File: src/ccss_pkg.sv
// shared constants, types and factory tables for the camera configuration set store
package ccss_pkg;

  localparam int unsigned PARAM_WORDS    = 4;
  localparam int unsigned USER_SLOTS     = 3;
  localparam int unsigned LUT_DEPTH      = 16;
  localparam int unsigned LABEL_WORDS    = 2;

  // byte addresses of the 32-bit register words; the last two are upper-address tags of the active and lut pages
  localparam logic [7:0] OFS_COMMAND     = 8'h00;
  localparam logic [7:0] OFS_SLOT_SEL    = 8'h04;
  localparam logic [7:0] OFS_BOOT_SEL    = 8'h08;
  localparam logic [7:0] OFS_FACTORY_SEL = 8'h0C;
  localparam logic [7:0] OFS_STATUS      = 8'h10;
  localparam logic [7:0] OFS_LABEL_LO    = 8'h14;
  localparam logic [7:0] OFS_LABEL_HI    = 8'h18;
  localparam logic [7:0] OFS_VENDOR      = 8'h1C;
  localparam logic [7:0] OFS_MODEL       = 8'h20;
  localparam logic [7:0] OFS_MAKER_INFO  = 8'h24;
  localparam logic [7:0] OFS_HW_VERSION  = 8'h28;
  localparam logic [7:0] OFS_FW_VERSION  = 8'h2C;
  localparam logic [7:0] OFS_SERIAL      = 8'h30;
  localparam logic [7:0] OFS_SCAN_TYPE   = 8'h34;
  localparam logic [7:0] OFS_SENSOR_DIMS = 8'h38;
  localparam logic [7:0] OFS_ROI_LIMITS  = 8'h3C;
  localparam logic [3:0] OFS_ACTIVE_PAGE = 4'h4;
  localparam logic [1:0] OFS_LUT_PAGE    = 2'h2;

  // command and status bit positions
  localparam int unsigned CMD_STORE_BIT   = 0;
  localparam int unsigned CMD_RESTORE_BIT = 1;
  localparam int unsigned STS_REFUSED_BIT = 2;

  // selector codes: 0 is the default set, 1..3 the user slots
  localparam logic [1:0] SEL_DEFAULT     = 2'h0;
  localparam logic [1:0] SEL_RESET       = 2'h1;

  // active set word layout
  localparam logic [1:0] IDX_GAIN        = 2'h0;
  localparam logic [1:0] IDX_EXPOSURE    = 2'h1;
  localparam logic [1:0] IDX_AUTO        = 2'h2;
  localparam logic [1:0] IDX_BLACK       = 2'h3;

  localparam logic [15:0] GAIN_LOW       = 16'h0040;
  localparam logic [15:0] GAIN_6DB_DELTA = 16'h0040;
  localparam logic [15:0] GAIN_MIN       = 16'h0000;
  localparam logic [15:0] EXPOSURE_STD   = 16'h0BB8;
  localparam logic [15:0] EXPOSURE_COLOR = 16'h07D0;
  localparam logic [15:0] AUTO_NONE      = 16'h0000;
  localparam logic [15:0] AUTO_GAIN_CONT = 16'h0001;
  localparam logic [15:0] AUTO_EXP_CONT  = 16'h0002;
  localparam logic [15:0] BLACK_STD      = 16'h0020;
  localparam logic [15:0] BLACK_COLOR    = 16'h0010;
  localparam logic [15:0] WORD_ZERO      = 16'h0000;

  typedef enum logic [1:0] {
    CCSS_FS_STANDARD,
    CCSS_FS_HIGH_GAIN,
    CCSS_FS_AUTO,
    CCSS_FS_COLOR
  } ccss_factory_t;

  typedef logic [15:0]                    ccss_word_t;
  typedef ccss_word_t [PARAM_WORDS-1:0]   ccss_set_t;

  typedef struct packed {
    logic refused;
    logic boot_done;
    logic busy;
  } ccss_status_t;

  // factory setups are a constant table, so nothing can rewrite them
  function automatic ccss_set_t ccss_factory_set(input ccss_factory_t f);
    ccss_set_t s;
    s[IDX_GAIN]     = GAIN_LOW;
    s[IDX_EXPOSURE] = EXPOSURE_STD;
    s[IDX_AUTO]     = AUTO_NONE;
    s[IDX_BLACK]    = BLACK_STD;
    unique case (f)
      CCSS_FS_STANDARD: s[IDX_GAIN] = GAIN_LOW;
      CCSS_FS_HIGH_GAIN: s[IDX_GAIN] = GAIN_LOW + GAIN_6DB_DELTA;
      CCSS_FS_AUTO: begin
        s[IDX_GAIN] = GAIN_MIN;
        s[IDX_AUTO] = AUTO_GAIN_CONT | AUTO_EXP_CONT;
      end
      CCSS_FS_COLOR: begin
        s[IDX_EXPOSURE] = EXPOSURE_COLOR;
        s[IDX_BLACK]    = BLACK_COLOR;
      end
    endcase
    return s;
  endfunction

endpackage

File: src/ccss_top.sv
// configuration set store: active set, factory and user sets, device information
`timescale 1ns/1ps
module ccss_top
  import ccss_pkg::*;
#(
  parameter logic [31:0] VENDOR_ID     = 32'h0000_0001, // arbitrary value
  parameter logic [31:0] MODEL_ID      = 32'h0000_0002, // arbitrary value
  parameter logic [31:0] MAKER_INFO    = 32'h0000_0000, // arbitrary value
  parameter logic [31:0] HW_VERSION    = 32'h0000_0100, // arbitrary value
  parameter logic [31:0] FW_VERSION    = 32'h0000_0100, // arbitrary value
  parameter logic [31:0] SERIAL_NUMBER = 32'h0000_0000, // arbitrary value
  parameter logic [31:0] SCAN_TYPE     = 32'h0000_0000, // arbitrary value
  parameter logic [15:0] SENSOR_COLS   = 16'h0280,
  parameter logic [15:0] SENSOR_ROWS   = 16'h01E0,
  parameter logic [15:0] ROI_W_LIMIT   = 16'h0280,
  parameter logic [15:0] ROI_H_LIMIT   = 16'h01E0
) (
  input  wire logic         clk,
  input  wire logic         reset_n,
  input  wire logic         nv_init_n,
  input  wire logic         acq_active,
  input  wire logic [7:0]   avs_address,
  input  wire logic         avs_read,
  input  wire logic         avs_write,
  input  wire logic [31:0]  avs_writedata,
  input  wire logic [3:0]   avs_byteenable,
  output logic [31:0]       avs_readdata,
  output logic              avs_waitrequest,
  input  wire logic [3:0]   lut_addr,
  output logic [15:0]       lut_data,
  output ccss_set_t         active_set,
  output logic              busy
);

  typedef enum logic [1:0] {
    CCSS_BOOT,
    CCSS_IDLE,
    CCSS_LOAD,
    CCSS_SAVE
  } ccss_state_t;

  function automatic logic [31:0] ccss_merge(input logic [31:0] old_v,
                                             input logic [31:0] new_v,
                                             input logic [3:0]  be);
    logic [31:0] r;
    r = old_v;
    for (int b = 0; b < 4; b++) begin
      if (be[b]) begin
        r[b*8 +: 8] = new_v[b*8 +: 8];
      end
    end
    return r;
  endfunction

  localparam logic [1:0] LAST_IDX = 2'(PARAM_WORDS - 1);

  // volatile group
  ccss_state_t   state_q, state_d;
  logic [1:0]    idx_q, idx_d;
  logic [1:0]    src_q, src_d;
  logic [1:0]    slot_sel_q, slot_sel_d;
  ccss_set_t     active_q, active_d;
  ccss_word_t    lut_q [LUT_DEPTH];
  ccss_word_t    lut_d [LUT_DEPTH];
  ccss_word_t    lut_out_q, lut_out_d;
  logic          wait_q, wait_d;
  logic [31:0]   rdata_q, rdata_d;
  ccss_status_t  sts_q, sts_d;

  // non-volatile group, kept across reset_n
  ccss_set_t     slots_q [1:USER_SLOTS];
  ccss_set_t     slots_d [1:USER_SLOTS];
  logic [1:0]    boot_sel_q, boot_sel_d;
  ccss_factory_t fac_sel_q, fac_sel_d;
  logic [31:0]   label_q [LABEL_WORDS];
  logic [31:0]   label_d [LABEL_WORDS];

  logic          access;
  logic          in_active;
  logic          in_lut;
  logic          stall;
  logic          commit_wr;
  logic          store_req;
  logic          restore_req;
  logic          refuse;
  logic [31:0]   rd_mux;
  logic [31:0]   wr_word;
  ccss_word_t    src_word;
  ccss_set_t     def_set;

  always_comb begin
    access    = avs_read | avs_write;
    in_active = (avs_address[7:4] == OFS_ACTIVE_PAGE);
    in_lut    = (avs_address[7:6] == OFS_LUT_PAGE);
    // parameter writes wait out a copy so the copy owns the active set
    stall     = (state_q == CCSS_BOOT) ||
                (avs_write && in_active && (state_q != CCSS_IDLE));
    commit_wr = avs_write && !wait_q;
    def_set   = ccss_factory_set(fac_sel_q);

    rd_mux = 32'h0000_0000;
    if (in_active) begin
      rd_mux = {16'h0000, active_q[avs_address[3:2]]};
    end else if (in_lut) begin
      rd_mux = {16'h0000, lut_q[avs_address[5:2]]};
    end else begin
      unique case (avs_address)
        OFS_SLOT_SEL:    rd_mux = {30'h0000_0000, slot_sel_q};
        OFS_BOOT_SEL:    rd_mux = {30'h0000_0000, boot_sel_q};
        OFS_FACTORY_SEL: rd_mux = {30'h0000_0000, fac_sel_q};
        OFS_STATUS:      rd_mux = {29'h0000_0000, sts_q};
        OFS_LABEL_LO:    rd_mux = label_q[0];
        OFS_LABEL_HI:    rd_mux = label_q[1];
        OFS_VENDOR:      rd_mux = VENDOR_ID;
        OFS_MODEL:       rd_mux = MODEL_ID;
        OFS_MAKER_INFO:  rd_mux = MAKER_INFO;
        OFS_HW_VERSION:  rd_mux = HW_VERSION;
        OFS_FW_VERSION:  rd_mux = FW_VERSION;
        OFS_SERIAL:      rd_mux = SERIAL_NUMBER;
        OFS_SCAN_TYPE:   rd_mux = SCAN_TYPE;
        OFS_SENSOR_DIMS: rd_mux = {SENSOR_ROWS, SENSOR_COLS};
        OFS_ROI_LIMITS:  rd_mux = {ROI_H_LIMIT, ROI_W_LIMIT};
        default:         rd_mux = 32'h0000_0000;
      endcase
    end

    // selector 0 takes the default set, otherwise the user slot
    src_word = (src_q == SEL_DEFAULT) ? def_set[idx_q] : slots_q[src_q][idx_q];

    store_req   = commit_wr && (avs_address == OFS_COMMAND) &&
                  avs_byteenable[0] && avs_writedata[CMD_STORE_BIT];
    restore_req = commit_wr && (avs_address == OFS_COMMAND) &&
                  avs_byteenable[0] && avs_writedata[CMD_RESTORE_BIT];
  end

  always_comb begin
    state_d    = state_q;
    idx_d      = idx_q;
    src_d      = src_q;
    slot_sel_d = slot_sel_q;
    active_d   = active_q;
    lut_d      = lut_q;
    lut_out_d  = lut_q[lut_addr];
    rdata_d    = rdata_q;
    sts_d      = sts_q;
    slots_d    = slots_q;
    boot_sel_d = boot_sel_q;
    fac_sel_d  = fac_sel_q;
    label_d    = label_q;
    refuse     = 1'b0;
    wr_word    = 32'h0000_0000;

    // one wait cycle, then the answer; write lands on the answer edge
    wait_d = 1'b1;
    if (access && wait_q && !stall) begin
      wait_d  = 1'b0;
      rdata_d = rd_mux;
    end

    if (commit_wr) begin
      if (in_active) begin
        wr_word = ccss_merge({16'h0000, active_q[avs_address[3:2]]},
                             avs_writedata, avs_byteenable);
        active_d[avs_address[3:2]] = wr_word[15:0];
      end else if (in_lut) begin
        wr_word = ccss_merge({16'h0000, lut_q[avs_address[5:2]]},
                             avs_writedata, avs_byteenable);
        lut_d[avs_address[5:2]] = wr_word[15:0];
      end else begin
        unique case (avs_address)
          OFS_SLOT_SEL: begin
            if (avs_byteenable[0]) begin
              slot_sel_d = avs_writedata[1:0];
            end
          end
          OFS_BOOT_SEL: begin
            if (avs_byteenable[0]) begin
              boot_sel_d = avs_writedata[1:0];
            end
          end
          OFS_FACTORY_SEL: begin
            // changing the default set is held off during acquisition
            if (avs_byteenable[0] && !acq_active) begin
              fac_sel_d = ccss_factory_t'(avs_writedata[1:0]);
            end
          end
          OFS_STATUS: begin
            if (avs_byteenable[0] && avs_writedata[STS_REFUSED_BIT]) begin
              sts_d.refused = 1'b0;
            end
          end
          OFS_LABEL_LO: label_d[0] = ccss_merge(label_q[0], avs_writedata,
                                                avs_byteenable);
          OFS_LABEL_HI: label_d[1] = ccss_merge(label_q[1], avs_writedata,
                                                avs_byteenable);
          default: ;
        endcase
      end
    end

    unique case (state_q)
      CCSS_BOOT: begin
        src_d   = boot_sel_q;
        idx_d   = 2'h0;
        state_d = CCSS_LOAD;
      end
      CCSS_IDLE: begin
        if (store_req) begin
          if (slot_sel_q == SEL_DEFAULT) begin
            refuse = 1'b1;
          end else begin
            src_d   = slot_sel_q;
            idx_d   = 2'h0;
            state_d = CCSS_SAVE;
          end
        end else if (restore_req) begin
          if (acq_active) begin
            refuse = 1'b1;
          end else begin
            src_d   = slot_sel_q;
            idx_d   = 2'h0;
            state_d = CCSS_LOAD;
          end
        end
      end
      CCSS_LOAD: begin
        active_d[idx_q] = src_word;
        idx_d = idx_q + 2'h1;
        if (idx_q == LAST_IDX) begin
          state_d         = CCSS_IDLE;
          sts_d.boot_done = 1'b1;
        end
      end
      CCSS_SAVE: begin
        // every parameter word is rewritten; the table is never touched
        slots_d[src_q][idx_q] = active_q[idx_q];
        idx_d = idx_q + 2'h1;
        if (idx_q == LAST_IDX) begin
          state_d = CCSS_IDLE;
        end
      end
    endcase

    if ((state_q != CCSS_IDLE) && (store_req || restore_req)) begin
      refuse = 1'b1;
    end
    // a refusal in the same cycle as its clear is kept
    if (refuse) begin
      sts_d.refused = 1'b1;
    end
    sts_d.busy = (state_d != CCSS_IDLE);
  end

  always_ff @(posedge clk or negedge reset_n) begin
    if (!reset_n) begin
      state_q    <= CCSS_BOOT;
      idx_q      <= 2'h0;
      src_q      <= SEL_DEFAULT;
      slot_sel_q <= SEL_RESET;
      active_q   <= '0;
      for (int i = 0; i < LUT_DEPTH; i++) begin
        lut_q[i] <= WORD_ZERO;
      end
      lut_out_q  <= WORD_ZERO;
      wait_q     <= 1'b1;
      rdata_q    <= 32'h0000_0000;
      sts_q      <= '{refused: 1'b0, boot_done: 1'b0, busy: 1'b1};
    end else begin
      state_q    <= state_d;
      idx_q      <= idx_d;
      src_q      <= src_d;
      slot_sel_q <= slot_sel_d;
      active_q   <= active_d;
      lut_q      <= lut_d;
      lut_out_q  <= lut_out_d;
      wait_q     <= wait_d;
      rdata_q    <= rdata_d;
      sts_q      <= sts_d;
    end
  end

  // stands in for flash: only the factory-programming init clears it
  always_ff @(posedge clk or negedge nv_init_n) begin
    if (!nv_init_n) begin
      for (int s = 1; s <= USER_SLOTS; s++) begin
        slots_q[s] <= '0;
      end
      boot_sel_q <= SEL_DEFAULT;
      fac_sel_q  <= CCSS_FS_STANDARD;
      for (int w = 0; w < LABEL_WORDS; w++) begin
        label_q[w] <= 32'h0000_0000;
      end
    end else begin
      slots_q    <= slots_d;
      boot_sel_q <= boot_sel_d;
      fac_sel_q  <= fac_sel_d;
      label_q    <= label_d;
    end
  end

  // factory contents come only from ccss_factory_set
  assign avs_readdata    = rdata_q;
  assign avs_waitrequest = wait_q;
  assign lut_data        = lut_out_q;
  assign active_set      = active_q;
  assign busy            = sts_q.busy;

endmodule

File: config.mk
export PLATFORM = sky130hd
export DESIGN_NAME = ccss_top
export DESIGN_NICKNAME = d
export VERILOG_FILES = /design/src/ccss_pkg.sv /design/src/ccss_top.sv
export SDC_FILE = /design/constraint.sdc
export NUM_CORES = 1
export LEC_CHECK = 0
export BUFFER_PORTS_ARGS = -buffer_cell sky130_fd_sc_hd__buf_2
export CELL_PAD_IN_SITES_DETAIL_PLACEMENT = 1
export CELL_PAD_IN_SITES_GLOBAL_PLACEMENT = 1
export CORE_ASPECT_RATIO = 0.8
export CORE_UTILIZATION = 41
export CTS_BUF_LIST = sky130_fd_sc_hd__clkbuf_4 sky130_fd_sc_hd__clkbuf_8
export DETAILED_ROUTE_END_ITERATION = 8
export PLACE_DENSITY_LB_ADDON = 0.2
export SLEW_MARGIN = 20
export SYNTH_ARGS = -nofsm -noshare
export SYNTH_HDL_FRONTEND = slang
export SYNTH_SLANG_ARGS = --single-unit
File: constraint.sdc
create_clock -name clk -period 2.3 [get_ports clk]
set_input_delay 0 -clock clk [delete_from_list [all_inputs] [get_ports clk]]
set_output_delay 0 -clock clk [all_outputs]
set_load 0.005 [all_outputs]
==> impl_metrics.tcl <==
set metrics [dict create \
    status "finished with violations" \
    violations "design-rule violations" \
    crit_start "avs_address[7]" \
    synthSimpleGateAreaFrac 0.0781 \
    worst_hold_slack_ns 0.0562 \
    critPathMaxStageDelay_ns 0.65 \
    hold_path.class "input port to register" \
    path_cells "buf_2 > dlygate4sd3_1 > nor4b_4 > dlygate4sd3_1 > buf_4 > a31oi_1 > inv_2 > o31ai_2 > a31o_2" \
    max-vdd-ir-drop_v 0.000458 \
    cpMostUsedCell "dlygate4sd3_1" \
    syn_area_sq_um 32100 \
    swShare 0.316 \
    finalNetCount 2951 \
    synth_edf_count 0 \
    grt_pass1_wl_microns 167000 \
    drt_drc_violations_left 72 \
    slew_headroom 0.279 \
    path_clk_slew_ns 0.06 \
    overflow 0 \
    clock_skew_ns 0.0412 \
    fp.dieW_microns 315 \
    ys_ff_latch 640 \
    cts_buffers 110 \
    synth.avg_cell_area_sq_um 12.3 \
    ant_nets 0 \
    finalCriticalPeriod_ns 2.26 \
    synth_compound_area_frac 0.119 \
    grt_max_degree 80 \
    final_common_cell "dfrtp_1" \
    rows 91 \
    core-area_sq_um 77300 \
    seqPwrFrac 0.413 \
    grt_pass1_vias 25516 \
    final_cell_mix "dfrtp_1, nor2_1, a21oi_1, mux2_2, mux4_2" \
    drtIter0Drc 2147 \
    synth_top_family_by_area "multiplexers" \
    synth_fp_nets 2676 \
    htree_levels 3 \
    clk_path_buf_depth 3 \
    clock_latency_ns 0.75 \
    grt.total_usage 0.283 \
    regArea_sq_um 16000 \
    critical_path_class "input port to register" \
    setup_viol 0 \
    r2r_setup_slack_ns 0.06 \
    synth-xor-area-share 0.000273 \
    die_y_microns 252 \
    r2r_cells 6 \
    synth_cell_types 73 \
    tritoncts "done" \
    design_area_sq_um 38300 \
    arrival_ns 2.91 \
    syn_inst 2615 \
    cts_sinks 640 \
    antenna_found_initial 5 \
    gp_congestion 0.868 \
    period_share 0.981 \
    synthFlopType "dfrtp_1" \
    multi_input_area_sq_um 15000 \
    start_util 0.415 \
    worstPathMaxFanout 7 \
    wirelength_microns 111000 \
    p_comb_frac 0.225 \
    nFillCells 7931 \
    finalHoldViolCount 0 \
    maxCapViolations 0 \
    critPathRequiredTime_ns 2.95 \
    dr.pass1.iters 7 \
    viasPerCell 5.98 \
    die_area_sq_um 79400 \
    drive_above_1_share 0.364 \
    area_growth_pct 19.2 \
    p_sw_mw 10.2 \
    yosysWarningCount 0 \
    synth_seq_area_share 0.499 \
    cp-end-kind "register" \
    post_dp_cell_area_sq_um 35100 \
    async_flop_share 1.00 \
    cp-endpoint "avs_readdata[8]" \
    r2r-end "active_set[59]" \
    dp_hpwl_microns 73800 \
    power_density_nw_per_um2 843 \
    worstReg2RegStart "fac_sel_q[1]" \
    p_int_mw 22.1 \
    p_clk_frac 0.362 \
    cp-start-kind "input port" \
    power_leakage_nw 17.1 \
    cts_root_buffer "clkbuf_8" \
    io_pins 168 \
    synthAdderAreaFrac 0.00273 \
    power_mw 32.3 \
    numPortBuffers 167 \
    rsz0062_at_grt "false" \
    synth.area.mux_share 0.265 \
    worstMarginPinSlew_ns 1.08 \
    crit_slowest_cell "dlygate4sd3_1" \
    wire_per_inst_microns 27.6 \
    slew_violations 0 \
    fmax_mhz 443 \
    via_count 23971 \
]
-- repair_timing --
| item | in CTS | in global routing |
|---|---|---|
| endpoints found under the setup margin | 1 | 86 |
| hold endpoints to repair | 1000 | 0 |
| setup buffers | 0 | 2 |
| resized for setup | 1 | 6 |
| cloned | 0 | 0 |
| hold buffers | 59 | 0 |
-- layout make-up --
cell class | count | area share
multi-input cells | 1745 | 0.392
clock buffers | 182 | 0.0591
repair buffers | 382 | 0.0892
inverters | 11 | 0.00108
flip-flops and latches | 640 | 0.419
clock inverters | 24 | 0.00634
diodes | 4 | 0.000262
well taps | 1023 | 0.0335
-- cell usage after synthesis, types with 14 or more instances --
cell type / n / share of area
clkbuf_1: 100 / 0.012
mux4_2: 186 / 0.13
nor2_1: 355 / 0.042
mux2i_1: 81 / 0.025
nand2_1: 159 / 0.019
dfrtp_1: 637 / 0.50
a22o_1: 40 / 0.011
a21oi_1: 301 / 0.047
o21ai_1: 14 / 0.0022
o21ai_0: 73 / 0.011
a221oi_1: 16 / 0.0044
o2bb2ai_1: 40 / 0.011
mux2_2: 279 / 0.098
buf_2: 76 / 0.012
buf_6: 19 / 0.0067
-- stage by stage --
step,setup TNS (ns),worst slack (ns),std cells,utilization
5_1_grt,0,0.00439,4008,0.495
4_1_cts,0,0.0177,4006,0.494
2_1_floorplan,0,0.0663,2615,-
3_3_place_gp,-0.597,-0.354,3741,0.454
6_report,0,0.0438,4011,0.495
3_5_place_dp,-0.529,-0.301,3741,0.454
-- cells by family after synthesis --
kind of cell    count (synthesis)
simple gates                  590
compound gates                584
xor+xnor                        1
buf+inv                       230
flops                         640
fa+ha+maj                       7
mux                           563
-- registers in the layout (all words and copies together) (netlist names) --
signal           count
busy                 1
lut_q              256
slots_q            192
state_q              2
active_set          64
boot_sel_q           2
avs_readdata        32
avs_waitrequest      1
label_q             64
src_q                2
lut_data            16
fac_sel_q            2
sts_q                2
idx_q                2
slot_sel_q           2
-- per-layer routing --
metal / share of wire / vias to the layer above / global-route usage
met2: 0.46 / 746 / 0.436
met4: 0.024 / 4 / 0.0799
li1: - / 10208 / -
met1: 0.46 / 12823 / 0.414
met3: 0.056 / 190 / 0.0429
met5: 0.00018 / - / 0
-- worst min path at each step --
stage	cells past startpoint	end	slack, ns	start
after floorplan	0	active_set[0]	-0.30	reset_n
after global placement	1	slots_q[141]	-0.01	nv_init_n
after detailed placement	1	slots_q[141]	-0.005	nv_init_n
after CTS	3	label_q[63]	0.0006	avs_writedata[31]
after global routing	3	label_q[28]	0.04	avs_writedata[28]
final	3	label_q[19]	0.06	avs_writedata[19]
-- power by group through the flow --
| stage | Combinational (mW) | Clock, mW | Sequential (mW) |
|---|---|---|---|
| after floorplan | 4.31 | 0 | 13.2 |
| after global placement | 6.87 | 0 | 13.4 |
| after detailed placement | 7.08 | 0 | 13.5 |
| after CTS | 7.22 | 11.9 | 13.3 |
| after global routing | 7.74 | 12.4 | 13.5 |
| final | 7.25 | 11.7 | 13.3 |
-- critical path: cells and delay by family --
kind                   cells  cell delay, ns
AOI/OAI and AO/OA          3            1.06
buffers and inverters      5            1.74
and+or+nand+nor            1            0.09
Power figures use the tool's default switching activity.
